[src/s2tic_pkg.sv]
// Purpose: Constants for the second sequencer trigger and interrupt control
// Assumes: AXI4-Lite register access, 32-bit data, word-aligned registers
// Notes:   Offsets and reset values named here are used by the design files
package s2tic_pkg;
    // Register byte offsets
    localparam logic [3:0] CTRL_OFFSET   = 4'h0;
    localparam logic [3:0] STATUS_OFFSET = 4'h4;
    localparam logic [3:0] MASK_OFFSET   = 4'h8;
    localparam logic [3:0] STATE_OFFSET  = 4'hC;
    // Field positions in converter_control_two
    localparam int PWM_B_EN_BIT  = 0;
    localparam int IRQ_MODE_BIT  = 2;
    localparam int IRQ_EN_BIT    = 3;
    localparam int START_BIT     = 5;
    // Field positions in status and mask
    localparam int EV_FLAG_BIT   = 0;
    localparam int EV_LOST_BIT   = 1;
    localparam int EV_WIDTH      = 2;
    // Writable bits of converter_control_two; bits 4 and 1 are reserved
    localparam logic [15:0] CTRL_WMASK = 16'h002D;
    localparam logic [15:0] CTRL_RESET = 16'h0000;
    localparam logic [EV_WIDTH-1:0] EV_RESET = 2'h0;
    // AXI responses
    localparam logic [1:0] RESP_OKAY   = 2'h0;
    localparam logic [1:0] RESP_SLVERR = 2'h2;
    // Sequencer interface state
    typedef enum logic [1:0] {
        SEQ_IDLE   = 2'b00,
        SEQ_LAUNCH = 2'b01,
        SEQ_BUSY   = 2'b11
    } s2tic_seq_type;
endpackage : s2tic_pkg

[src/s2tic_axil.sv]
// Purpose: AXI4-Lite slave front end, one write and one read at a time
// Assumes: Address and data of a write may arrive in either order
// Notes:   Presents a one-cycle register write strobe and a read request
`timescale 1ns/1ps
module s2tic_axil (
    // Clock and reset
    input  wire logic        aclk,
    input  wire logic        aresetn,
    // AXI4-Lite
    input  wire logic [3:0]  s_axi_awaddr,
    input  wire logic        s_axi_awvalid,
    output logic             s_axi_awready,
    input  wire logic [31:0] s_axi_wdata,
    input  wire logic [3:0]  s_axi_wstrb,
    input  wire logic        s_axi_wvalid,
    output logic             s_axi_wready,
    output logic [1:0]       s_axi_bresp,
    output logic             s_axi_bvalid,
    input  wire logic        s_axi_bready,
    input  wire logic [3:0]  s_axi_araddr,
    input  wire logic        s_axi_arvalid,
    output logic             s_axi_arready,
    output logic [31:0]      s_axi_rdata,
    output logic [1:0]       s_axi_rresp,
    output logic             s_axi_rvalid,
    input  wire logic        s_axi_rready,
    // Register side
    output logic             wr_en,
    output logic [3:0]       wr_addr,
    output logic [31:0]      wr_data,
    output logic [3:0]       wr_strb,
    input  wire logic        wr_err,
    output logic [3:0]       rd_addr,
    input  wire logic [31:0] rd_data,
    input  wire logic        rd_err
);
    typedef struct packed {
        logic        aw_have;
        logic [3:0]  awaddr;
        logic        w_have;
        logic [31:0] wdata;
        logic [3:0]  wstrb;
        logic        bvalid;
        logic [1:0]  bresp;
        logic        rvalid;
        logic [31:0] rdata;
        logic [1:0]  rresp;
        logic        awready;
        logic        wready;
        logic        arready;
    } s2tic_axil_type;

    s2tic_axil_type st_reg;
    s2tic_axil_type st_next;
    logic           do_write;

    assign s_axi_awready = st_reg.awready;
    assign s_axi_wready  = st_reg.wready;
    assign s_axi_arready = st_reg.arready;
    assign s_axi_bvalid  = st_reg.bvalid;
    assign s_axi_bresp   = st_reg.bresp;
    assign s_axi_rvalid  = st_reg.rvalid;
    assign s_axi_rdata   = st_reg.rdata;
    assign s_axi_rresp   = st_reg.rresp;
    assign do_write      = st_reg.aw_have & st_reg.w_have;
    assign wr_en         = do_write;
    assign wr_addr       = st_reg.awaddr;
    assign wr_data       = st_reg.wdata;
    assign wr_strb       = st_reg.wstrb;
    assign rd_addr       = s_axi_araddr;

    always_comb begin
        st_next = st_reg;
        if (s_axi_awvalid && s_axi_awready) begin
            st_next.aw_have = 1'b1;
            st_next.awaddr  = s_axi_awaddr;
        end
        if (s_axi_wvalid && s_axi_wready) begin
            st_next.w_have = 1'b1;
            st_next.wdata  = s_axi_wdata;
            st_next.wstrb  = s_axi_wstrb;
        end
        if (do_write) begin
            st_next.aw_have = 1'b0;
            st_next.w_have  = 1'b0;
            st_next.bvalid  = 1'b1;
            st_next.bresp   = wr_err ? s2tic_pkg::RESP_SLVERR : s2tic_pkg::RESP_OKAY;
        end
        if (st_reg.bvalid && s_axi_bready) begin
            st_next.bvalid = 1'b0;
        end
        if (s_axi_arvalid && s_axi_arready) begin
            st_next.rvalid = 1'b1;
            st_next.rdata  = rd_data;
            st_next.rresp  = rd_err ? s2tic_pkg::RESP_SLVERR : s2tic_pkg::RESP_OKAY;
        end else if (st_reg.rvalid && s_axi_rready) begin
            st_next.rvalid = 1'b0;
        end
        if (!aresetn) begin
            st_next = '0;
        end
        // Ready comes from the next state so every bus output leaves a flip-flop
        st_next.awready = ~st_next.aw_have & ~st_next.bvalid & aresetn;
        st_next.wready  = ~st_next.w_have & ~st_next.bvalid & aresetn;
        st_next.arready = ~st_next.rvalid & aresetn;
    end

    always_ff @(posedge aclk) begin
        st_reg <= st_next;
    end
endmodule : s2tic_axil

[src/s2tic_top.sv]
// Purpose: Start trigger and interrupt control of the second sequencer
// Assumes: Sequencer busy and end-of-sequence are synchronous to aclk
// Notes:   Registers reached over AXI4-Lite through s2tic_axil
//
// Local design decisions: the AXI4-Lite slave port and the register offsets.
`timescale 1ns/1ps
module s2tic_top (
    // Clock and reset
    input  wire logic        aclk,
    input  wire logic        aresetn,
    // AXI4-Lite
    input  wire logic [3:0]  s_axi_awaddr,
    input  wire logic        s_axi_awvalid,
    output logic             s_axi_awready,
    input  wire logic [31:0] s_axi_wdata,
    input  wire logic [3:0]  s_axi_wstrb,
    input  wire logic        s_axi_wvalid,
    output logic             s_axi_wready,
    output logic [1:0]       s_axi_bresp,
    output logic             s_axi_bvalid,
    input  wire logic        s_axi_bready,
    input  wire logic [3:0]  s_axi_araddr,
    input  wire logic        s_axi_arvalid,
    output logic             s_axi_arready,
    output logic [31:0]      s_axi_rdata,
    output logic [1:0]       s_axi_rresp,
    output logic             s_axi_rvalid,
    input  wire logic        s_axi_rready,
    // Converter mode and trigger source
    input  wire logic        dual_sequencer_mode,
    input  wire logic        pwm_conversion_trigger_b,
    // Sequencer handshake
    output logic             second_sequencer_start,
    input  wire logic        second_sequencer_busy,
    input  wire logic        second_sequencer_end,
    // Interrupts
    output logic             second_sequencer_irq,
    output logic             irq
);
    typedef struct packed {
        logic [15:0]                          ctrl;
        logic                                 pending;
        logic                                 half;
        s2tic_pkg::s2tic_seq_type             seq;
        logic                                 start;
        logic                                 flag;
        logic [s2tic_pkg::EV_WIDTH-1:0]       status;
        logic [s2tic_pkg::EV_WIDTH-1:0]       mask;
        logic                                 seq_irq;
        logic                                 irq;
    } s2tic_top_type;

    s2tic_top_type st_reg;
    s2tic_top_type st_next;

    logic        wr_en;
    logic [3:0]  wr_addr;
    logic [31:0] wr_data;
    logic [3:0]  wr_strb;
    logic        wr_err;
    logic [3:0]  rd_addr;
    logic [31:0] rd_data;
    logic        rd_err;

    s2tic_axil u_axil (
        .aclk          (aclk),
        .aresetn       (aresetn),
        .s_axi_awaddr  (s_axi_awaddr),
        .s_axi_awvalid (s_axi_awvalid),
        .s_axi_awready (s_axi_awready),
        .s_axi_wdata   (s_axi_wdata),
        .s_axi_wstrb   (s_axi_wstrb),
        .s_axi_wvalid  (s_axi_wvalid),
        .s_axi_wready  (s_axi_wready),
        .s_axi_bresp   (s_axi_bresp),
        .s_axi_bvalid  (s_axi_bvalid),
        .s_axi_bready  (s_axi_bready),
        .s_axi_araddr  (s_axi_araddr),
        .s_axi_arvalid (s_axi_arvalid),
        .s_axi_arready (s_axi_arready),
        .s_axi_rdata   (s_axi_rdata),
        .s_axi_rresp   (s_axi_rresp),
        .s_axi_rvalid  (s_axi_rvalid),
        .s_axi_rready  (s_axi_rready),
        .wr_en         (wr_en),
        .wr_addr       (wr_addr),
        .wr_data       (wr_data),
        .wr_strb       (wr_strb),
        .wr_err        (wr_err),
        .rd_addr       (rd_addr),
        .rd_data       (rd_data),
        .rd_err        (rd_err)
    );

    // Decoded write targets
    logic wr_ctrl;
    logic wr_status;
    logic wr_mask;
    logic lo_lane;

    assign lo_lane   = wr_strb[0];
    assign wr_ctrl   = wr_en && wr_addr == s2tic_pkg::CTRL_OFFSET;
    assign wr_status = wr_en && wr_addr == s2tic_pkg::STATUS_OFFSET && lo_lane;
    assign wr_mask   = wr_en && wr_addr == s2tic_pkg::MASK_OFFSET && lo_lane;
    assign wr_err    = !(wr_addr == s2tic_pkg::CTRL_OFFSET || wr_addr == s2tic_pkg::STATUS_OFFSET
                      || wr_addr == s2tic_pkg::MASK_OFFSET || wr_addr == s2tic_pkg::STATE_OFFSET);

    // Read mux; reserved bits are never stored, so they read as zero
    always_comb begin
        rd_data = 32'h0000_0000;
        rd_err  = 1'b0;
        case (rd_addr)
            s2tic_pkg::CTRL_OFFSET:   rd_data[15:0] = st_reg.ctrl;
            s2tic_pkg::STATUS_OFFSET: rd_data[s2tic_pkg::EV_WIDTH-1:0] = st_reg.status;
            s2tic_pkg::MASK_OFFSET:   rd_data[s2tic_pkg::EV_WIDTH-1:0] = st_reg.mask;
            s2tic_pkg::STATE_OFFSET:  rd_data[3:0] = {st_reg.flag, st_reg.half, st_reg.seq};
            default:                  rd_err = 1'b1;
        endcase
    end

    // Trigger sources
    logic sw_one;
    logic sw_zero;
    logic hw_trig;
    logic trig;
    logic busy;
    logic launch;
    logic flag_set;
    logic [15:0] wmask;

    assign wmask   = {{8{wr_strb[1]}}, {8{wr_strb[0]}}} & s2tic_pkg::CTRL_WMASK;
    assign sw_one  = wr_ctrl && wr_strb[0] && wr_data[s2tic_pkg::START_BIT];
    assign sw_zero = wr_ctrl && wr_strb[0] && !wr_data[s2tic_pkg::START_BIT];
    assign hw_trig = pwm_conversion_trigger_b && st_reg.ctrl[s2tic_pkg::PWM_B_EN_BIT];
    // One event however many sources fire in the cycle
    assign trig    = (sw_one || hw_trig) && dual_sequencer_mode;
    assign busy    = second_sequencer_busy || st_reg.seq != s2tic_pkg::SEQ_IDLE;
    // Flag event of this cycle, so a same-cycle clear cannot hide it from status
    assign flag_set = second_sequencer_end && (!st_reg.ctrl[s2tic_pkg::IRQ_MODE_BIT] || st_reg.half);

    always_comb begin
        st_next = st_reg;
        launch  = 1'b0;
        st_next.start = 1'b0;
        // Stored fields excluding the start bit, which is computed below
        if (wr_ctrl) begin
            st_next.ctrl = (st_reg.ctrl & ~wmask) | (wr_data[15:0] & wmask);
        end
        st_next.ctrl[s2tic_pkg::START_BIT] = st_reg.pending;
        if (sw_zero) begin
            st_next.ctrl[s2tic_pkg::START_BIT] = 1'b0;
        end
        // Pending launches once the sequencer drops back to idle
        case (st_reg.seq)
            s2tic_pkg::SEQ_IDLE: begin
                if (!second_sequencer_busy && st_reg.pending && !sw_zero) begin
                    launch = 1'b1;
                    st_next.ctrl[s2tic_pkg::START_BIT] = 1'b0;
                end else if (trig && !busy && !st_reg.pending) begin
                    launch = 1'b1;
                end else if (trig && busy && !st_reg.pending) begin
                    st_next.ctrl[s2tic_pkg::START_BIT] = 1'b1;
                end
            end
            s2tic_pkg::SEQ_LAUNCH, s2tic_pkg::SEQ_BUSY: begin
                // Busy with bit set: trigger is lost and sets the lost bit in status
                if (trig && !st_reg.pending && !sw_zero) begin
                    st_next.ctrl[s2tic_pkg::START_BIT] = 1'b1;
                end
            end
            default: begin
                st_next.seq = s2tic_pkg::SEQ_IDLE;
            end
        endcase
        st_next.pending = st_next.ctrl[s2tic_pkg::START_BIT];
        // Sequencer tracking: launch, then wait for it to report busy and finish
        case (st_reg.seq)
            s2tic_pkg::SEQ_IDLE:   if (launch) st_next.seq = s2tic_pkg::SEQ_LAUNCH;
            s2tic_pkg::SEQ_LAUNCH: if (second_sequencer_busy) st_next.seq = s2tic_pkg::SEQ_BUSY;
                                   else if (second_sequencer_end) st_next.seq = s2tic_pkg::SEQ_IDLE;
            s2tic_pkg::SEQ_BUSY:   if (!second_sequencer_busy || second_sequencer_end)
                                       st_next.seq = s2tic_pkg::SEQ_IDLE;
            default:               st_next.seq = s2tic_pkg::SEQ_IDLE;
        endcase
        st_next.start = launch;
        // Every-other mode counts ends in a half flag
        if (second_sequencer_end) begin
            if (st_reg.ctrl[s2tic_pkg::IRQ_MODE_BIT]) begin
                st_next.half = ~st_reg.half;
                if (st_reg.half) begin
                    st_next.flag = 1'b1;
                end
            end else begin
                st_next.half = 1'b0;
                st_next.flag = 1'b1;
            end
        end
        // Status: set wins over write-one-to-clear
        if (wr_status) begin
            st_next.status = st_reg.status & ~wr_data[s2tic_pkg::EV_WIDTH-1:0];
            st_next.flag   = st_next.flag & ~(wr_data[s2tic_pkg::EV_FLAG_BIT] && !flag_set);
        end
        if (flag_set) begin
            st_next.status[s2tic_pkg::EV_FLAG_BIT] = 1'b1;
        end
        if (trig && busy && st_reg.pending) begin
            st_next.status[s2tic_pkg::EV_LOST_BIT] = 1'b1;
        end
        if (wr_mask) begin
            st_next.mask = wr_data[s2tic_pkg::EV_WIDTH-1:0];
        end
        st_next.seq_irq = st_next.flag && st_next.ctrl[s2tic_pkg::IRQ_EN_BIT];
        st_next.irq     = |(st_next.status & st_next.mask);
        if (!aresetn) begin
            st_next.ctrl    = s2tic_pkg::CTRL_RESET;
            st_next.pending = 1'b0;
            st_next.half    = 1'b0;
            st_next.seq     = s2tic_pkg::SEQ_IDLE;
            st_next.start   = 1'b0;
            st_next.flag    = 1'b0;
            st_next.status  = s2tic_pkg::EV_RESET;
            st_next.mask    = s2tic_pkg::EV_RESET;
            st_next.seq_irq = 1'b0;
            st_next.irq     = 1'b0;
        end
    end

    always_ff @(posedge aclk) begin
        st_reg <= st_next;
    end

    assign second_sequencer_start = st_reg.start;
    assign second_sequencer_irq   = st_reg.seq_irq;
    assign irq                    = st_reg.irq;
endmodule : s2tic_top

[config.mk]
export PLATFORM = sky130hd
export DESIGN_NAME = s2tic_top
export DESIGN_NICKNAME = d
export VERILOG_FILES = /design/src/s2tic_pkg.sv /design/src/s2tic_axil.sv /design/src/s2tic_top.sv
export SDC_FILE = /design/constraint.sdc
export NUM_CORES = 1
export LEC_CHECK = 0
export ABC_AREA = 0
export BUFFER_PORTS_ARGS = -buffer_cell sky130_fd_sc_hd__buf_2
export CAP_MARGIN = 10
export CORE_MARGIN = 4
export CORE_UTILIZATION = 48
export DETAILED_ROUTE_END_ITERATION = 8
export PLACE_DENSITY_LB_ADDON = 0.08
export SLEW_MARGIN = 10
export SYNTH_ARGS = -nofsm -noshare
export SYNTH_HDL_FRONTEND = slang
export SYNTH_SLANG_ARGS = --single-unit
export TNS_END_PERCENT = 20
[constraint.sdc]
create_clock -name aclk -period 2.2 [get_ports aclk]
set_input_delay 0.11 -clock aclk [delete_from_list [all_inputs] [get_ports aclk]]
set_output_delay 0.11 -clock aclk [all_outputs]
set_load 0.01 [all_outputs]
# Word-level counts from Yosys, hierarchy flattened
# Cells that the tools add are included.
[totals] reg_bits=95 latch_bits=0 mem_bits_rw=0 mem_bits_ro=0 input_bits=55 out_inout_bits=44 word_cells=140 memories=0
[classes] addsub=0 mul=0 div_mod_pow=0 order_cmp=0 eq_ne=8 shifts=0 n_mux=39 n_bitwise=20 n_reduce_logical=49
[op_table] op="2-to-1 mux 83 bit" n=1
[op_table] op="2-to-1 mux 37 bit" n=1
[op_table] op="logical AND 1 bit" n=27
[op_table] op="2-to-1 mux 1 bit" n=19
[op_table] op="2-to-1 mux 18 bit" n=1
[op_table] op="AND 16 bit" n=1
[op_table] op="AND 16 x 6 -> 16 bit" n=1
[op_table] op="equality test 4 bit, second input constant" n=4
[op_table] op="2-to-1 mux 2 bit" n=8
[op_table] op="inverter 6 -> 16 bit" n=1
[op_table] op="OR 16 bit" n=1
[op_table] op="2-to-1 mux 12 bit" n=1
[op_table] op="equality test 4 x 3 -> 1 bit, second input constant" n=2
[op_table] op="zero test 4 bit" n=2
[op_table] op="one-hot mux 2 bit (4 select lines)" n=1
[op_table] op="AND 1 bit" n=7
[op_table] op="zero test 1 bit" n=7
[op_table] op="logical OR 1 bit" n=7
[op_table] op="2-to-1 mux 3 bit" n=2
[op_table] op="inverter 1 bit" n=6
[op_table] op="one-hot mux 2 bit (3 select lines)" n=1
[op_table] op="2-to-1 mux 5 bit" n=1
[op_table] op="AND 2 bit" n=2
[op_table] op="2-to-1 mux 4 bit" n=1
[op_table] op="other kinds (10)" n=11

# Logic depth before layout (Yosys ltp)
# Gate-level depths: netlist (run 1).
[logic_depth] ltp_word=13 mapped_depth=4 depth_no_buf=4

# Modules after synthesis
# From an unflattened synthesis (run 1), not the netlist that was laid out.
[hier_totals] cells_unflattened=523 hier_area_um2=4581.9
[by_module_without_submodules] module="s2tic_axil" instances=1 cells_per_inst=430 area_each_um2=3751.1 seq_area_each_um2=1621.6
[by_module_without_submodules] module="s2tic_top" instances=1 cells_per_inst=93 area_each_um2=830.8 seq_area_each_um2=300.3

# Worst setup path after synthesis (run 1)
# OpenSTA, ideal clock, no wires.
[synth_timing] path_kind="flip-flop to flip-flop" start="register u_axil.st_reg (netlist bit u_axil.wr_addr[0])" end="register st_reg[8] (netlist bit)" setup_time_ps=115 arrival_ps=1361 t_required_ps=2085 setup_slack_ps=724 stages_incl_launch_ff=5 n_path_buf=0 period_less_slack_ps=1476 cell_sequence="dfxtp_1 > or4_4 > o31ai_2 > o211ai_2 > a31o_1"
[synth_between] elab_chain_len=13 elab_cells_between_ends=16 cone_classes="mux: 5; reduce/logical: 11"
[synth_rtl] element="start, declared" line_no="s2tic_axil.sv:53" text="s2tic_axil_type st_reg;"
[synth_rtl] element="start signal, assigned" line_no="s2tic_axil.sv:109" text="st_reg <= st_next;"
[synth_rtl] element="zero test 4 bit *" line_no="s2tic_top.sv:102" text="assign wr_ctrl = wr_en && wr_addr == s2tic_pkg::CTRL_OFFSET;"
[synth_rtl] element="logical AND 1 bit *" line_no="s2tic_top.sv:102"
[synth_rtl] element="logical AND 1 bit *" line_no="s2tic_top.sv:132, s2tic_top.sv:133"
[synth_rtl] element="logical AND 1 bit" line_no="s2tic_top.sv:132" text="assign sw_one = wr_ctrl && wr_strb[0] && wr_data[s2tic_pkg::START_BIT];"
[synth_rtl] element="logical OR 1 bit" line_no="s2tic_top.sv:136" text="assign trig = (sw_one || hw_trig) && dual_sequencer_mode;"
[synth_rtl] element="logical AND 1 bit" line_no="s2tic_top.sv:136"
[synth_rtl] element="logical AND 1 bit (2 in series)" line_no="s2tic_top.sv:159" text="end else if (trig && !busy && !st_reg.pending) begin"
[synth_rtl] element="2-to-1 mux 1 bit" line_no="s2tic_top.sv:159"
[synth_rtl] element="2-to-1 mux 1 bit *" line_no="s2tic_top.sv:156" text="if (!second_sequencer_busy && st_reg.pending && !sw_zero) begin"
[synth_rtl] element="2-to-1 mux 1 bit *" line_no="s2tic_top.sv:154" text="case (st_reg.seq)"
[synth_rtl] element="2-to-1 mux 2 bit *" line_no="s2tic_top.sv:178" text="s2tic_pkg::SEQ_IDLE: if (launch) st_next.seq = s2tic_pkg::SEQ_LAUNCH;"
[synth_rtl] element="one-hot mux 2 bit (3 select lines) *" line_no="s2tic_top.sv:177" text="case (st_reg.seq)"
[synth_rtl] element="end signal, assigned" line_no="s2tic_top.sv:229" text="st_reg <= st_next;"
[synth_rtl] element="end, declared" line_no="s2tic_top.sv:53" text="s2tic_top_type st_reg;"
# Mark *: on every way between the ends. The rest lies on a longest branch, timed or not.
# A chain may end at the register's enable or synchronous reset.

# Worst setup path in the final report (run 1)
[layout_timing] start="register u_axil.st_reg (netlist bit u_axil.wr_addr[0])" end="register st_reg (netlist bit second_sequencer_irq)"
[layout_between] elab_chain_len=5 elab_cells_between_ends=8 cone_classes="eq/ne: 1; mux: 2; reduce/logical: 5"
[layout_rtl] element="equality test 4 x 3 -> 1 bit" line_no="s2tic_top.sv:103" text="assign wr_status = wr_en && wr_addr == s2tic_pkg::STATUS_OFFSET && lo_lane;"
[layout_rtl] element="logical AND 1 bit (2 in series)" line_no="s2tic_top.sv:103"
[layout_rtl] element="2-to-1 mux 3 bit" line_no="s2tic_top.sv:199" text="if (wr_status) begin"
[layout_rtl] element="logical AND 1 bit *" line_no="s2tic_top.sv:212" text="st_next.seq_irq = st_next.flag && st_next.ctrl[s2tic_pkg::IRQ_EN_BIT];"
# Marked as above.

==> results of run 1 <==
metal layers:
metal	GRT usage, %	vias to the layer above
li1	-	724
met1	16.5	606
met2	22.0	40
met3	5.94	6
met4	7.02	0
met5	0	-
cell usage after synthesis (3+ instances only):
cell type,number,area [um^2]
sky130_fd_sc_hd__a21oi_1,17,85.1
sky130_fd_sc_hd__a22oi_1,4,30.0
sky130_fd_sc_hd__and2_1,3,18.8
sky130_fd_sc_hd__buf_4,36,270
sky130_fd_sc_hd__clkbuf_1,3,11.3
sky130_fd_sc_hd__dfxtp_1,39,781
sky130_fd_sc_hd__inv_1,7,26.3
sky130_fd_sc_hd__mux2i_1,8,80.1
sky130_fd_sc_hd__nand2_1,17,63.8
sky130_fd_sc_hd__nand3_1,14,70.1
sky130_fd_sc_hd__nor2_1,18,67.6
sky130_fd_sc_hd__nor3_1,6,30.0
tightest hold or removal path, stage by stage:
cell and delay [ns]:
sky130_fd_sc_hd__buf_2 0.09, sky130_fd_sc_hd__nand3_1 0.05, sky130_fd_sc_hd__a21oi_1 0.05
layout make-up:
class	instances	area [um^2]	share of cell area, %
Clock inverter	1	5.00	0.250
Inverter	7	26.3	1.31
Clock buffer	7	76.3	3.82
Timing Repair Buffer	40	203	10.1
Tap cell	48	60.1	3.00
Sequential cell	39	781	39.0
Multi-Input combinational cell	149	848	42.4
power groups by stage:
stage               Sequential [mW]  Clock, mW  Combinational (mW)
floorplan                     0.766          0               0.125
global placement              0.768          0               0.135
detailed placement            0.768          0               0.135
CTS                           0.752      0.471               0.136
global route                  0.755      0.498               0.155
finish                        0.752      0.454               0.136
worst min-delay path by stage:
stage | from | cells past startpoint | endpoint | slack, ns
2_1_floorplan | second_sequencer_end | 1 | st_reg[9]$_SDFF_PN0_ | 0.20
3_3_place_gp | s_axi_awaddr[2] | 3 | u_axil.wr_addr[2]$_SDFFE_PN0P_ | 0.37
3_5_place_dp | s_axi_wdata[0] | 3 | u_axil.wr_data[0]$_SDFFE_PN0P_ | 0.37
4_1_cts | s_axi_wdata[0] | 3 | u_axil.wr_data[0]$_SDFFE_PN0P_ | 0.06
5_1_grt | s_axi_wdata[3] | 3 | u_axil.wr_data[3]$_SDFFE_PN0P_ | 0.07
6_report | s_axi_wdata[0] | 3 | u_axil.wr_data[0]$_SDFFE_PN0P_ | 0.06
logic make-up (layout without fill, tap and decap cells):
logic type | Yosys count | after routing | share of synthesized area, %
AOI/OAI and AO/OA | 35 | 35 | 12.8
adders and majority gates | 1 | 1 | 0.546
buffers and inverters | 46 | 55 | 16.8
DFF | 39 | 39 | 42.6
muxes | 11 | 11 | 6.83
other | 1 | 29 | 0.205
and+or+nand+nor | 73 | 73 | 20.2
stage by stage:
stage | hold WS (ns) | total power, mW | instances | worst slack [ns]
final | 0.0645 | 1.34 | 291 | 0.636
after global routing | 0.0682 | 1.41 | 291 | 0.513
after floorplan | 0.204 | 0.891 | 234 | 0.724
after detailed placement | 0.371 | 0.904 | 283 | 0.639
after global placement | 0.370 | 0.903 | 283 | 0.618
after CTS | 0.0578 | 1.36 | 291 | 0.622
==> results.md, run 1 <==
Clock tree:
- The largest buffer count on any clock path is 2.
- After clock tree synthesis, the repair step resized 0 gates.
- The clock latency of the later-clocked register in the worst-skew pair is 0.29 ns.
- After clock tree synthesis, the setup repair step added 0 buffers.
- The clock tree root buffer cell is sky130_fd_sc_hd__clkbuf_8.
- CTS built an H-tree with a depth of 2.
- The clock net sink count is 39.
- Buffers inserted during clock tree synthesis total 5.
- The CTS tree is done.
- The cts-stage hold buffer count is 0.
- Clock-pin slew was measured on the worst setup and hold paths at 0.07 ns.

Power and ir drop:
- Net switching is 25.1% of the power.
- For this design the total switching power over the nets is 0.336 mW.
- The power per cell area is 671 nW/um^2.
- The share of total power in sequential cells is 56.1%.
- The share of total power dissipated in combinational logic is 10.1%.
- The internal power contribution is 1.00 mW.
- The share of power burned in the clock network is 33.8%.
- The peak ir drop on the vdd network is 302 uV.
- Summed over all cells, the static leakage comes to 0.877 nW.

Critical path:
- The endpoint of the worst register-to-register path is second_sequencer_irq$_SDFF_PN0_.
- In this run the critical register-to-register path is launched from u_axil.wr_addr[0]$_SDFFE_PN0P_.
- Data on the critical path arrives at its endpoint at 1.74 ns.
- The worst setup path is launched from a flop.
- On the worst path, the slowest cell contributes a delay of 0.42 ns.
- The most critical setup path has its endpoint at second_sequencer_irq$_SDFF_PN0_.
- The data required time of the worst path is 2.37 ns.
- Measured in cells, the most critical reg-to-reg path has a length of 4.
- The top cell family by delay on the critical path is simple AND/OR/NAND/NOR gates.
- In this run the number of cells on the critical path is 4.
- The cell with the biggest individual delay on the critical path is sky130_fd_sc_hd__or3_1.
- Walking the worst path, the cells encountered are or3_1 > nor3_2 > mux2i_1 > nor3_1.
- The kind of capture point of the worst setup path is a flop.
- The maximum fanout encountered on the critical timing path is 4.
- The worst setup path is of the flop to flop kind.
- The critical path contains buffers and inverters numbering 0 combined.
- The start point of the critical path is u_axil.wr_addr[0]$_SDFFE_PN0P_.
- Setup slack on the worst reg-to-reg path comes out at 0.64 ns.

Detailed routing:
- After detailed routing, the wire length on met1 is 1.48 mm.
- The total number of vias is 1,376.
- The final routed wirelength across all metal layers is 3.38 mm.
- The topmost layer with routed signal wires is met4.
- In the detailed route, the total length drawn on met3 is 285 um.
- Once detail routing completed, the nets flagged for antenna violations numbered 0.
- The first detailed-routing pass ran for 4 iterations.
- The residual DRC count is 0.
- The count of routing violations after the opening detailed-route iteration is 72.
- The post-detailed-route wirelength per cell is 11.6 um.
- The routed via count divided by cell count is 4.73.
- The detailed route wirelength on metal2 is 1.53 mm.

Synthesis:
- The count of cell types in the netlist is 39.
- The Yosys step of the flow raised 0 warnings.
- The mapped netlist covers 1830 um^2.
- The most frequently used flop master after synthesis is sky130_fd_sc_hd__dfxtp_1.
- The fraction of registers with async set/reset is 0%.
- A synthesized cell averages 8.89 um^2.
- The flop and latch count out of synthesis is 39.
- The share of synthesized area occupied by flip-flops and latches is 42.6%.
- The number of enable flip-flop cells after synthesis is 0.
- The number of instances in the synthesized netlist is 206.

Timing:
- The count of pins over their slew limit is 0.
- The top achievable clock speed is 639 MHz.
- The relative slew slack is 59.0%.
- The final hold violation count came to 0.
- Clock skew on the completed layout was measured at 0.00500 ns.
- Setup repair after global routing left no endpoint under its margin.
- At the pin with the least slew margin, the transition time is 0.610 ns.
- For the finished layout, the period the worst path requires is 1.56 ns.
- The period utilization is 71.1%.
- The total setup violations reported at the end of the flow is 0.
- For the final routed database, the setup TNS stands at 0 ns.

Floorplanning:
- In this run the standard cell core region covers 3660 um^2.
- The initialized floorplan defines 22 standard-cell rows.
- From left edge to right edge, the die measures 69.8 um.
- For this configuration, the core starts out at a cell density of 50.0%.
- The die area is 4870 um^2.
- Pin placement for this block handled 99 I/O pins.
- The die is 69.8 um tall.

Placement:
- The routability congestion estimate is 0.740.
- In this run the tool buffered the top-level ports with 39 buffer cells.
- The placed instances occupy a cell area of 1920 um^2.
- The placed wire-length estimate is 2.65 mm.

Cells and area:
- The filler cells instantiated in the layout total 387.
- The flip-flop count of the largest register, all copies and words added is 10.
- With fillers left out, the area of the finished cells amounts to 2000 um^2.
- Of the cells placed in the final design, the portion with a size suffix greater than 1 is 23.0%.
- The net count reported at finish is 297.
- The top cell types in the final layout, fill and taps aside, are sky130_fd_sc_hd__dfxtp_1, sky130_fd_sc_hd__buf_2, sky130_fd_sc_hd__conb_1.
- Measured on the finished design, the core utilization comes to 54.6%.
- 0 antenna diodes ended up in the layout.
- Compared with the post-synthesis result, the final layout area differs by 9.15%.

Global route:
- The initial antenna violation count is 0.
- The first global-routing pass estimated 5.46 mm of wire.
- The maximum number of pins on one net before global-route repair is 18.
- Global routing finished with a remaining overflow of 0.
- Global routing consumed, over all layers together, 14.1% of the routing resources.
- The via count of the first global-routing pass is 1,229.

Status:
- The run finished with clean final reports.

Run:
- Across the run, the number of max-cap violations was 0.

Min path:
- In this run the worst hold path is classified as input port to flop.
Power figures use the tool's default switching activity.
==> run 2: changes to the inputs <==
--- a/config.mk
+++ b/config.mk
@@ -9,7 +9,7 @@
 export BUFFER_PORTS_ARGS = -buffer_cell sky130_fd_sc_hd__buf_2
 export CAP_MARGIN = 10
 export CORE_MARGIN = 4
-export CORE_UTILIZATION = 48
+export CORE_UTILIZATION = 44
 export DETAILED_ROUTE_END_ITERATION = 8
 export PLACE_DENSITY_LB_ADDON = 0.08
 export SLEW_MARGIN = 10
==> constraint.sdc (replaced) <==
create_clock -name aclk -period 1.47 [get_ports aclk]
set_input_delay 0.0735 -clock aclk [delete_from_list [all_inputs] [get_ports aclk]]
set_output_delay 0.0735 -clock aclk [all_outputs]
set_load 0.01 [all_outputs]
==> run 2 against run 1 <==
Effect of this change:
- the run now ends with negative setup slack left
- first-iteration DRC count shrank 2.8%
- die area grew 8.0%
- sequential cell count is the same
- hold slack lost 0.038 ns
- critical path depth is the same
- critical path type unchanged
==> results.md, run 2 (synthesized netlist as in run 1, its figures left out) <==
Min path:
- The worst hold-check path type is input port to flop (unchanged).
- The worst hold path startpoint was s_axi_awaddr[0] (was s_axi_wdata[0]).

Timing:
- The top achievable clock speed is 650 MHz (was 639 MHz).
- The period utilization came to 105% (was 71.1%).
- The clock period minus final worst setup slack is 1.54 ns (was 1.56 ns).
- The final hold violation count is 0 (unchanged).
- The least setup slack across all paths after layout is -0.0692 ns (was 0.636 ns).
- The clock skew is 0.00345 ns (was 0.00500 ns).
- The total setup violations reported at the end of the flow was 5 (was 0).
- The count of pins over their slew limit was 0 (unchanged).
- Setup repair after global routing missed its margin: true (was false).

Critical path:
- The maximum fanout encountered on the critical timing path is 3 (was 4).
- The endpoint arrival time on the critical path is 1.73 ns (was 1.74 ns).
- The startpoint class of the critical path is a flop (unchanged).
- The start point of the critical path is u_axil.wr_addr[0]$_SDFFE_PN0P_ (unchanged).
- The data required time of the worst path is 1.66 ns (was 2.37 ns).
- The worst reg-to-reg setup slack is -0.07 ns (was 0.64 ns).
- The launch instance of the worst register-to-register path is u_axil.wr_addr[0]$_SDFFE_PN0P_ (unchanged).
- The kind of capture point of the worst setup path is a flop (unchanged).
- The type of the worst setup path is flop to flop (unchanged).

Power and ir drop:
- The net switching fraction of the power was 24.5% (was 25.1%).
- The share of total power in sequential cells came to 52.1% (was 56.1%).
- The switching power is 0.526 mW (was 0.336 mW).
- The peak ir drop on the vdd network came to 566 uV (was 302 uV).
- The leakage power is 0.969 nW (was 0.877 nW).
- The share of power burned in the clock network was 36.7% (was 33.8%).
- The internal power contribution is 1.62 mW (was 1.00 mW).
- The power per cell area is 1000 nW/um^2 (was 671 nW/um^2).
- The total chip power is 2.15 mW (was 1.34 mW).
- The relative contribution of combinational cells to total power is 11.3% (was 10.1%).

Detailed routing:
- The number of iterations in the first detailed-routing pass is 4 (unchanged).
- The post-detailed-route wirelength per cell is 12.0 um (was 11.6 um).
- The remaining number of nets flagged by the antenna check after routing came to 0 (unchanged).
- The final routed wirelength across all metal layers is 3.71 mm (was 3.38 mm).
- The routed via count divided by cell count is 4.63 (was 4.73).
- The residual DRC count is 0 (unchanged).
- The count of routing violations after the opening detailed-route iteration was 70 (was 72).
- The total number of vias came to 1,426 (was 1,376).

Global route:
- The first-pass GRT wire length is 5.87 mm (was 5.46 mm).
- The met3 global-route usage is 5.12% (was 5.94%).
- The initial antenna violation count is 0 (unchanged).
- The maximum number of pins on one net before global-route repair came to 17 (was 18).
- The global router's overall resource usage is 14.4% (was 14.1%).
- The via count of the first global-routing pass was 1,312 (was 1,229).
- The most used routing layer is met2 (unchanged).
- The residual overflow from global routing came to 0 (unchanged).
- The met1 demand-to-capacity share in global routing is 18.5% (was 16.5%).
- The met2 usage in global routing is 22.4% (was 22.0%).

Floorplanning:
- The count of boundary I/O pins came to 99 (unchanged).
- The die area is 5260 um^2 (was 4870 um^2).
- The die outline width is 72.5 um (was 69.8 um).
- The standard-cell row count is 23 (was 22).
- The effective utilization at floorplan is 45.8% (was 50.0%).
- The vertical die dimension is 72.5 um (was 69.8 um).
- The core outline area is 4000 um^2 (was 3660 um^2).

Cells and area:
- The area growth from synthesis to final layout is 17.1% (was 9.15%).
- The net count reported at finish is 312 (was 297).
- The fraction of final layout cells with drive strength greater than 1 was 28.7% (was 23.0%).
- The antenna diode instance count was 0 (unchanged).
- Leaving out fill and tap cells, the most frequent cell in the layout is sky130_fd_sc_hd__buf_2.
- Most frequent cells in the layout: sky130_fd_sc_hd__buf_2, sky130_fd_sc_hd__dfxtp_1, sky130_fd_sc_hd__conb_1 (was sky130_fd_sc_hd__dfxtp_1, sky130_fd_sc_hd__buf_2, sky130_fd_sc_hd__conb_1).
- The number of non-filler instances in the completed layout came to 308 (was 291).
- The flip-flop count of the largest register, all copies and words added was 10 (unchanged).

Placement:
- The count of input and output buffers is 39 (unchanged).
- The cell count after placement was 300 (was 283).
- The routability congestion estimate is 0.784 (was 0.740).
- The placed wire-length estimate is 2.87 mm (was 2.65 mm).

Status:
- Status: finished, violations left (was finished clean).
- The final reports fail on negative setup slack.

Clock tree:
- The TritonCTS buffer count is 5 (unchanged).
- The clock net sink count was 39 (unchanged).
- The clock tree root buffer cell is sky130_fd_sc_hd__clkbuf_8 (unchanged).
- The largest buffer count on any clock path is 2 (unchanged).
- The cts-stage hold buffer count is 0 (unchanged).
- The clock latency of the later-clocked register in the worst-skew pair was 0.29 ns (about the same).
- The clock transition at the register clock pins on the worst setup and hold paths after CTS is 0.07 ns (about the same).
- The number of H-tree levels was 2 (unchanged).
- The number of buffers inserted to repair setup after CTS is 0 (unchanged).
- The CTS tree was done (unchanged).

Run:
- The max-cap violation count is 0 (unchanged).
[run 2: final timing paths]
| check | endpoint | cells past startpoint |
|---|---|---|
| worst max-delay path | st_reg[8]$_SDFF_PN0_ | 4 |
| worst min-delay path | u_axil.wr_addr[0]$_SDFFE_PN0P_ | 3 |
| worst max register to register | st_reg[8]$_SDFF_PN0_ | 4 |
| worst min register to register | u_axil.wr_data[2]$_SDFFE_PN0P_ | 2 |
[run 2: stage by stage]
step	hold slack [ns]	instance area, um^2	TNS [ns]	utilization (%)	setup WS (ns)
detailed placement	0.335	2030	-0.242	50.8	-0.0661
CTS	0.0120	2140	-0.237	53.5	-0.0801
finish	0.0265	2140	-0.217	53.6	-0.0692
floorplan	0.168	1940	-0.00620	-	-0.00620
global route	0.0318	2140	-0.627	53.6	-0.135
global placement	0.333	2030	-0.254	50.8	-0.0709
[run 2: power by group through the flow]
stage	clock network (mW)	registers, mW	logic (mW)
floorplan	0	1.15	0.188
global placement	0	1.14	0.239
detailed placement	0	1.14	0.240
CTS	0.818	1.12	0.243
global route	0.858	1.12	0.271
finish	0.787	1.12	0.242
[run 2: final cells by class]
type,count,area (um^2)
Fill cell,401,1860
Multi-Input combinational cell,149,858
Sequential cell,39,782
Timing Repair Buffer,55,315
Clock buffer,8,100
Tap cell,50,62.6
Inverter,7,26.3
[run 2: layer usage]
| metal | part of all wire [%] | vias up |
|---|---|---|
| met3 | 7.0 | 4 |
| met1 | 47 | 629 |
| met2 | 45 | 45 |
| met5 | 0 | - |
| met4 | 0.59 | 0 |
| li1 | - | 748 |
[run 2: repair_timing]
item                                    CTS  global route
hold endpoints to repair                  0             0
pin swaps                                 4             0
resized for setup                         2             1
endpoints found under the setup margin    5             9
[run 2: worst max-delay path: stages (launching register included)]
cell and delay [ns]:
sky130_fd_sc_hd__dfxtp_2 0.33, sky130_fd_sc_hd__or4_4 0.53, sky130_fd_sc_hd__o31ai_2 0.21, sky130_fd_sc_hd__o211ai_2 0.14, sky130_fd_sc_hd__a31o_1 0.23
==> run 3: changes to the inputs <==
--- a/config.mk
+++ b/config.mk
@@ -12,6 +12,7 @@
 export CORE_UTILIZATION = 44
 export DETAILED_ROUTE_END_ITERATION = 8
 export PLACE_DENSITY_LB_ADDON = 0.08
+export REMOVE_ABC_BUFFERS = 1
 export SLEW_MARGIN = 10
 export SYNTH_ARGS = -nofsm -noshare
 export SYNTH_HDL_FRONTEND = slang
==> run 3 against run 2 <==
Effect of this change:
- the flow still finishes with violations (negative setup slack)
- combinational power about the same
- sequential power hardly changed
- power decreased by 7.2%
- routed wire length down 2.9%
- sequential share of layout area rose by 0.67 points
- via count rose by 0.28%
- final cell count is 1.6% lower
- first-iteration DRC count shrank 44%
- critical path depth unchanged
- critical path type unchanged
- largest cell class unchanged
==> results.md, run 3 (synthesized netlist as in run 1, its figures left out) <==
Detailed routing:
- The residual DRC count is 0 (unchanged).
- The total number of vias came to 1,430 (was 1,426).
- The number of iterations in the first detailed-routing pass came to 4 (unchanged).
- The post-detailed-route wirelength per cell is 11.9 um (was 12.0 um).
- The count of routing violations after the opening detailed-route iteration is 39 (was 70).
- The final routed wirelength across all metal layers is 3.60 mm (was 3.71 mm).
- The routed via count divided by cell count is 4.72 (was 4.63).
- The remaining number of nets flagged by the antenna check after routing is 0 (unchanged).

Clock tree:
- The clock tree root buffer cell was sky130_fd_sc_hd__clkbuf_8 (unchanged).
- The CTS tree was done (unchanged).
- The number of H-tree levels is 2 (unchanged).
- The clock net sink count came to 39 (unchanged).
- The cts-stage hold buffer count was 0 (unchanged).
- The TritonCTS buffer count is 5 (unchanged).
- The largest buffer count on any clock path was 2 (unchanged).
- The number of buffers inserted to repair setup after CTS is 0 (unchanged).
- The clock transition at the register clock pins on the worst setup and hold paths after CTS is 0.07 ns (about the same).
- The clock latency of the later-clocked register in the worst-skew pair is 0.28 ns (was 0.29 ns).

Cells and area:
- Most frequent cells in the layout: sky130_fd_sc_hd__buf_2, sky130_fd_sc_hd__dfxtp_1, sky130_fd_sc_hd__conb_1 (unchanged).
- The area growth from synthesis to final layout is 15.0% (was 17.1%).
- The antenna diode instance count is 0 (unchanged).
- The commonest non-fill, non-tap cell in the layout is sky130_fd_sc_hd__buf_2 (unchanged).
- The flip-flop count of the largest register, all copies and words added is 10 (unchanged).
- The area of all placed cells without fillers is 2110 um^2 (was 2140 um^2).
- The fraction of final layout cells with drive strength greater than 1 was 27.3% (was 28.7%).
- The net count reported at finish is 309 (was 312).
- The number of non-filler instances in the completed layout is 303 (was 308).

Global route:
- The initial antenna violation count came to 0 (unchanged).
- The first-pass GRT wire length is 5.69 mm (was 5.87 mm).
- The maximum number of pins on one net before global-route repair came to 18 (was 17).
- The global router's overall resource usage came to 13.7% (was 14.4%).
- The via count of the first global-routing pass was 1,287 (was 1,312).
- The residual overflow from global routing is 0 (unchanged).

Critical path:
- The type of the worst setup path is flop to flop (unchanged).
- The launch instance of the worst register-to-register path is u_axil.wr_addr[0]$_SDFFE_PN0P_ (unchanged).
- The longest individual stage delay on the worst path is 0.55 ns (was 0.53 ns).
- The number of buffer and inverter stages on the critical path is 0 (unchanged).
- The logic depth of the worst register-to-register path is 4 (unchanged).
- The worst reg-to-reg setup slack was -0.07 ns (about the same).
- The endpoint arrival time on the critical path came to 1.76 ns (was 1.73 ns).
- The data required time of the worst path is 1.69 ns (was 1.66 ns).
- The kind of capture point of the worst setup path was a flop (unchanged).
- The startpoint class of the critical path is a flop (unchanged).
- The top cell family by delay on the critical path was simple AND/OR/NAND/NOR gates (was compound AO/OA/AOI/OAI gates).
- The end point of the critical path is second_sequencer_start$_SDFF_PN0_ (was st_reg[8]$_SDFF_PN0_).
- Cell chain of the critical path: or4_4 > or2_0 > o211ai_2 > and3_1 (was or4_4 > o31ai_2 > o211ai_2 > a31o_1).
- The endpoint of the worst register-to-register path is second_sequencer_start$_SDFF_PN0_ (was st_reg[8]$_SDFF_PN0_).
- The path length in cells of the critical path is 4 (unchanged).
- The maximum fanout encountered on the critical timing path is 3 (unchanged).
- The cell with the biggest individual delay on the critical path is sky130_fd_sc_hd__or4_4 (unchanged).
- The start point of the critical path is u_axil.wr_addr[0]$_SDFFE_PN0P_ (unchanged).

Timing:
- The clock skew came to 0.00231 ns (was 0.00345 ns).
- The count of pins over their slew limit is 0 (unchanged).
- The relative slew slack is 65.0%.
- The final hold violation count is 0 (unchanged).
- The period utilization is 104% (was 105%).
- The total setup violations reported at the end of the flow came to 4 (was 5).
- The clock period minus final worst setup slack was 1.54 ns (about the same).
- For the pin with the worst max-slew slack, the measured transition is 0.524 ns.
- The least setup slack across all paths after layout was -0.0651 ns (was -0.0692 ns).
- Setup repair after global routing missed its margin: true (unchanged).
- The top achievable clock speed is 651 MHz (was 650 MHz).

Status:
- Status: finished, violations left (unchanged).
- Failing checks: negative setup slack (unchanged).

Placement:
- The setup slack after placement came to -0.0812 ns (was -0.0661 ns).
- The area after detailed placement is 2010 um^2 (was 2030 um^2).
- The routability congestion estimate is 0.762 (was 0.784).
- The cell count after placement was 297 (was 300).
- The count of input and output buffers is 39 (unchanged).
- The placed wire-length estimate is 2.81 mm (was 2.87 mm).

Floorplanning:
- The vertical die dimension is 72.5 um (unchanged).
- The count of boundary I/O pins was 99 (unchanged).
- The core outline area was 4000 um^2 (unchanged).
- The die outline width is 72.5 um (unchanged).
- The effective utilization at floorplan came to 45.8% (unchanged).
- The standard-cell row count was 23 (unchanged).
- The die area is 5260 um^2 (unchanged).

Power and ir drop:
- The share of power burned in the clock network is 31.8% (was 36.7%).
- The net switching fraction of the power is 24.3% (was 24.5%).
- The internal power contribution was 1.51 mW (was 1.62 mW).
- The power per cell area came to 946 nW/um^2 (was 1000 nW/um^2).
- The switching power is 0.484 mW (was 0.526 mW).
- The share of total power in sequential cells is 56.2% (was 52.1%).
- The peak ir drop on the vdd network is 656 uV (was 566 uV).
- The leakage power was 0.938 nW (was 0.969 nW).
- The relative contribution of combinational cells to total power came to 12.0% (was 11.3%).
- The total chip power is 1.99 mW (was 2.15 mW).

Run:
- The max-cap violation count is 0 (unchanged).

Min path:
- The worst hold-check path type is input port to flop (unchanged).
- The worst hold path startpoint is s_axi_awaddr[0] (unchanged).
## run 3: stage by stage
stage | hold WS [ns] | setup TNS (ns) | util [%]
after detailed placement | 0.331 | -0.241 | 50.3
after CTS | 0.0211 | -0.328 | 52.1
after global routing | 0.0292 | -0.537 | 52.6
after global placement | 0.332 | -0.201 | 50.3
final | 0.0284 | -0.202 | 52.6
after floorplan | 0.168 | -0.00620 | -
## run 3: worst min-delay path by stage
stage / end / depth (start not counted)
final: u_axil.wr_addr[0]$_SDFFE_PN0P_ / 3
after global routing: u_axil.wr_addr[0]$_SDFFE_PN0P_ / 3
after CTS: u_axil.wr_addr[0]$_SDFFE_PN0P_ / 3
after detailed placement: u_axil.wr_addr[0]$_SDFFE_PN0P_ / 3
after global placement: u_axil.wr_addr[2]$_SDFFE_PN0P_ / 3
after floorplan: st_reg[9]$_SDFF_PN0_ / 1
## run 3: layer usage
layer / up-vias / wire, um / global-route usage, %
met1: 636 / 1600 / 16.8
met2: 48 / 1680 / 23.5
met4: 0 / 19 / 3.69
li1: 742 / - / -
met5: - / 0 / 0
met3: 4 / 304 / 3.60
## run 3: power by group through the flow
| stage | clock network (mW) | logic [mW] | registers [mW] |
|---|---|---|---|
| 2_1_floorplan | 0 | 0.122 | 1.15 |
| 3_3_place_gp | 0 | 0.236 | 1.14 |
| 3_5_place_dp | 0 | 0.237 | 1.14 |
| 4_1_cts | 0.662 | 0.238 | 1.12 |
| 5_1_grt | 0.708 | 0.270 | 1.12 |
| 6_report | 0.634 | 0.239 | 1.12 |
## run 3: worst reg2reg max path, cell delays in order (launching register included)
cell,delay [ns]
sky130_fd_sc_hd__dfxtp_2,0.33
sky130_fd_sc_hd__or4_4,0.55
sky130_fd_sc_hd__or2_0,0.23
sky130_fd_sc_hd__o211ai_2,0.20
sky130_fd_sc_hd__and3_1,0.17
## run 3: timing repair
item | CTS | global route
endpoints found under the setup margin | 4 | 7
resized for setup | 1 | 3
pin swaps | 1 | 2
## run 3: cell type report
cell class,instances,area (um^2)
tap,50,62.6
inverter,7,26.3
fill,412,1890
sequential,39,782
timing repair buffer,52,293
multi-input combinational,149,870
clock buffer,6,72.6
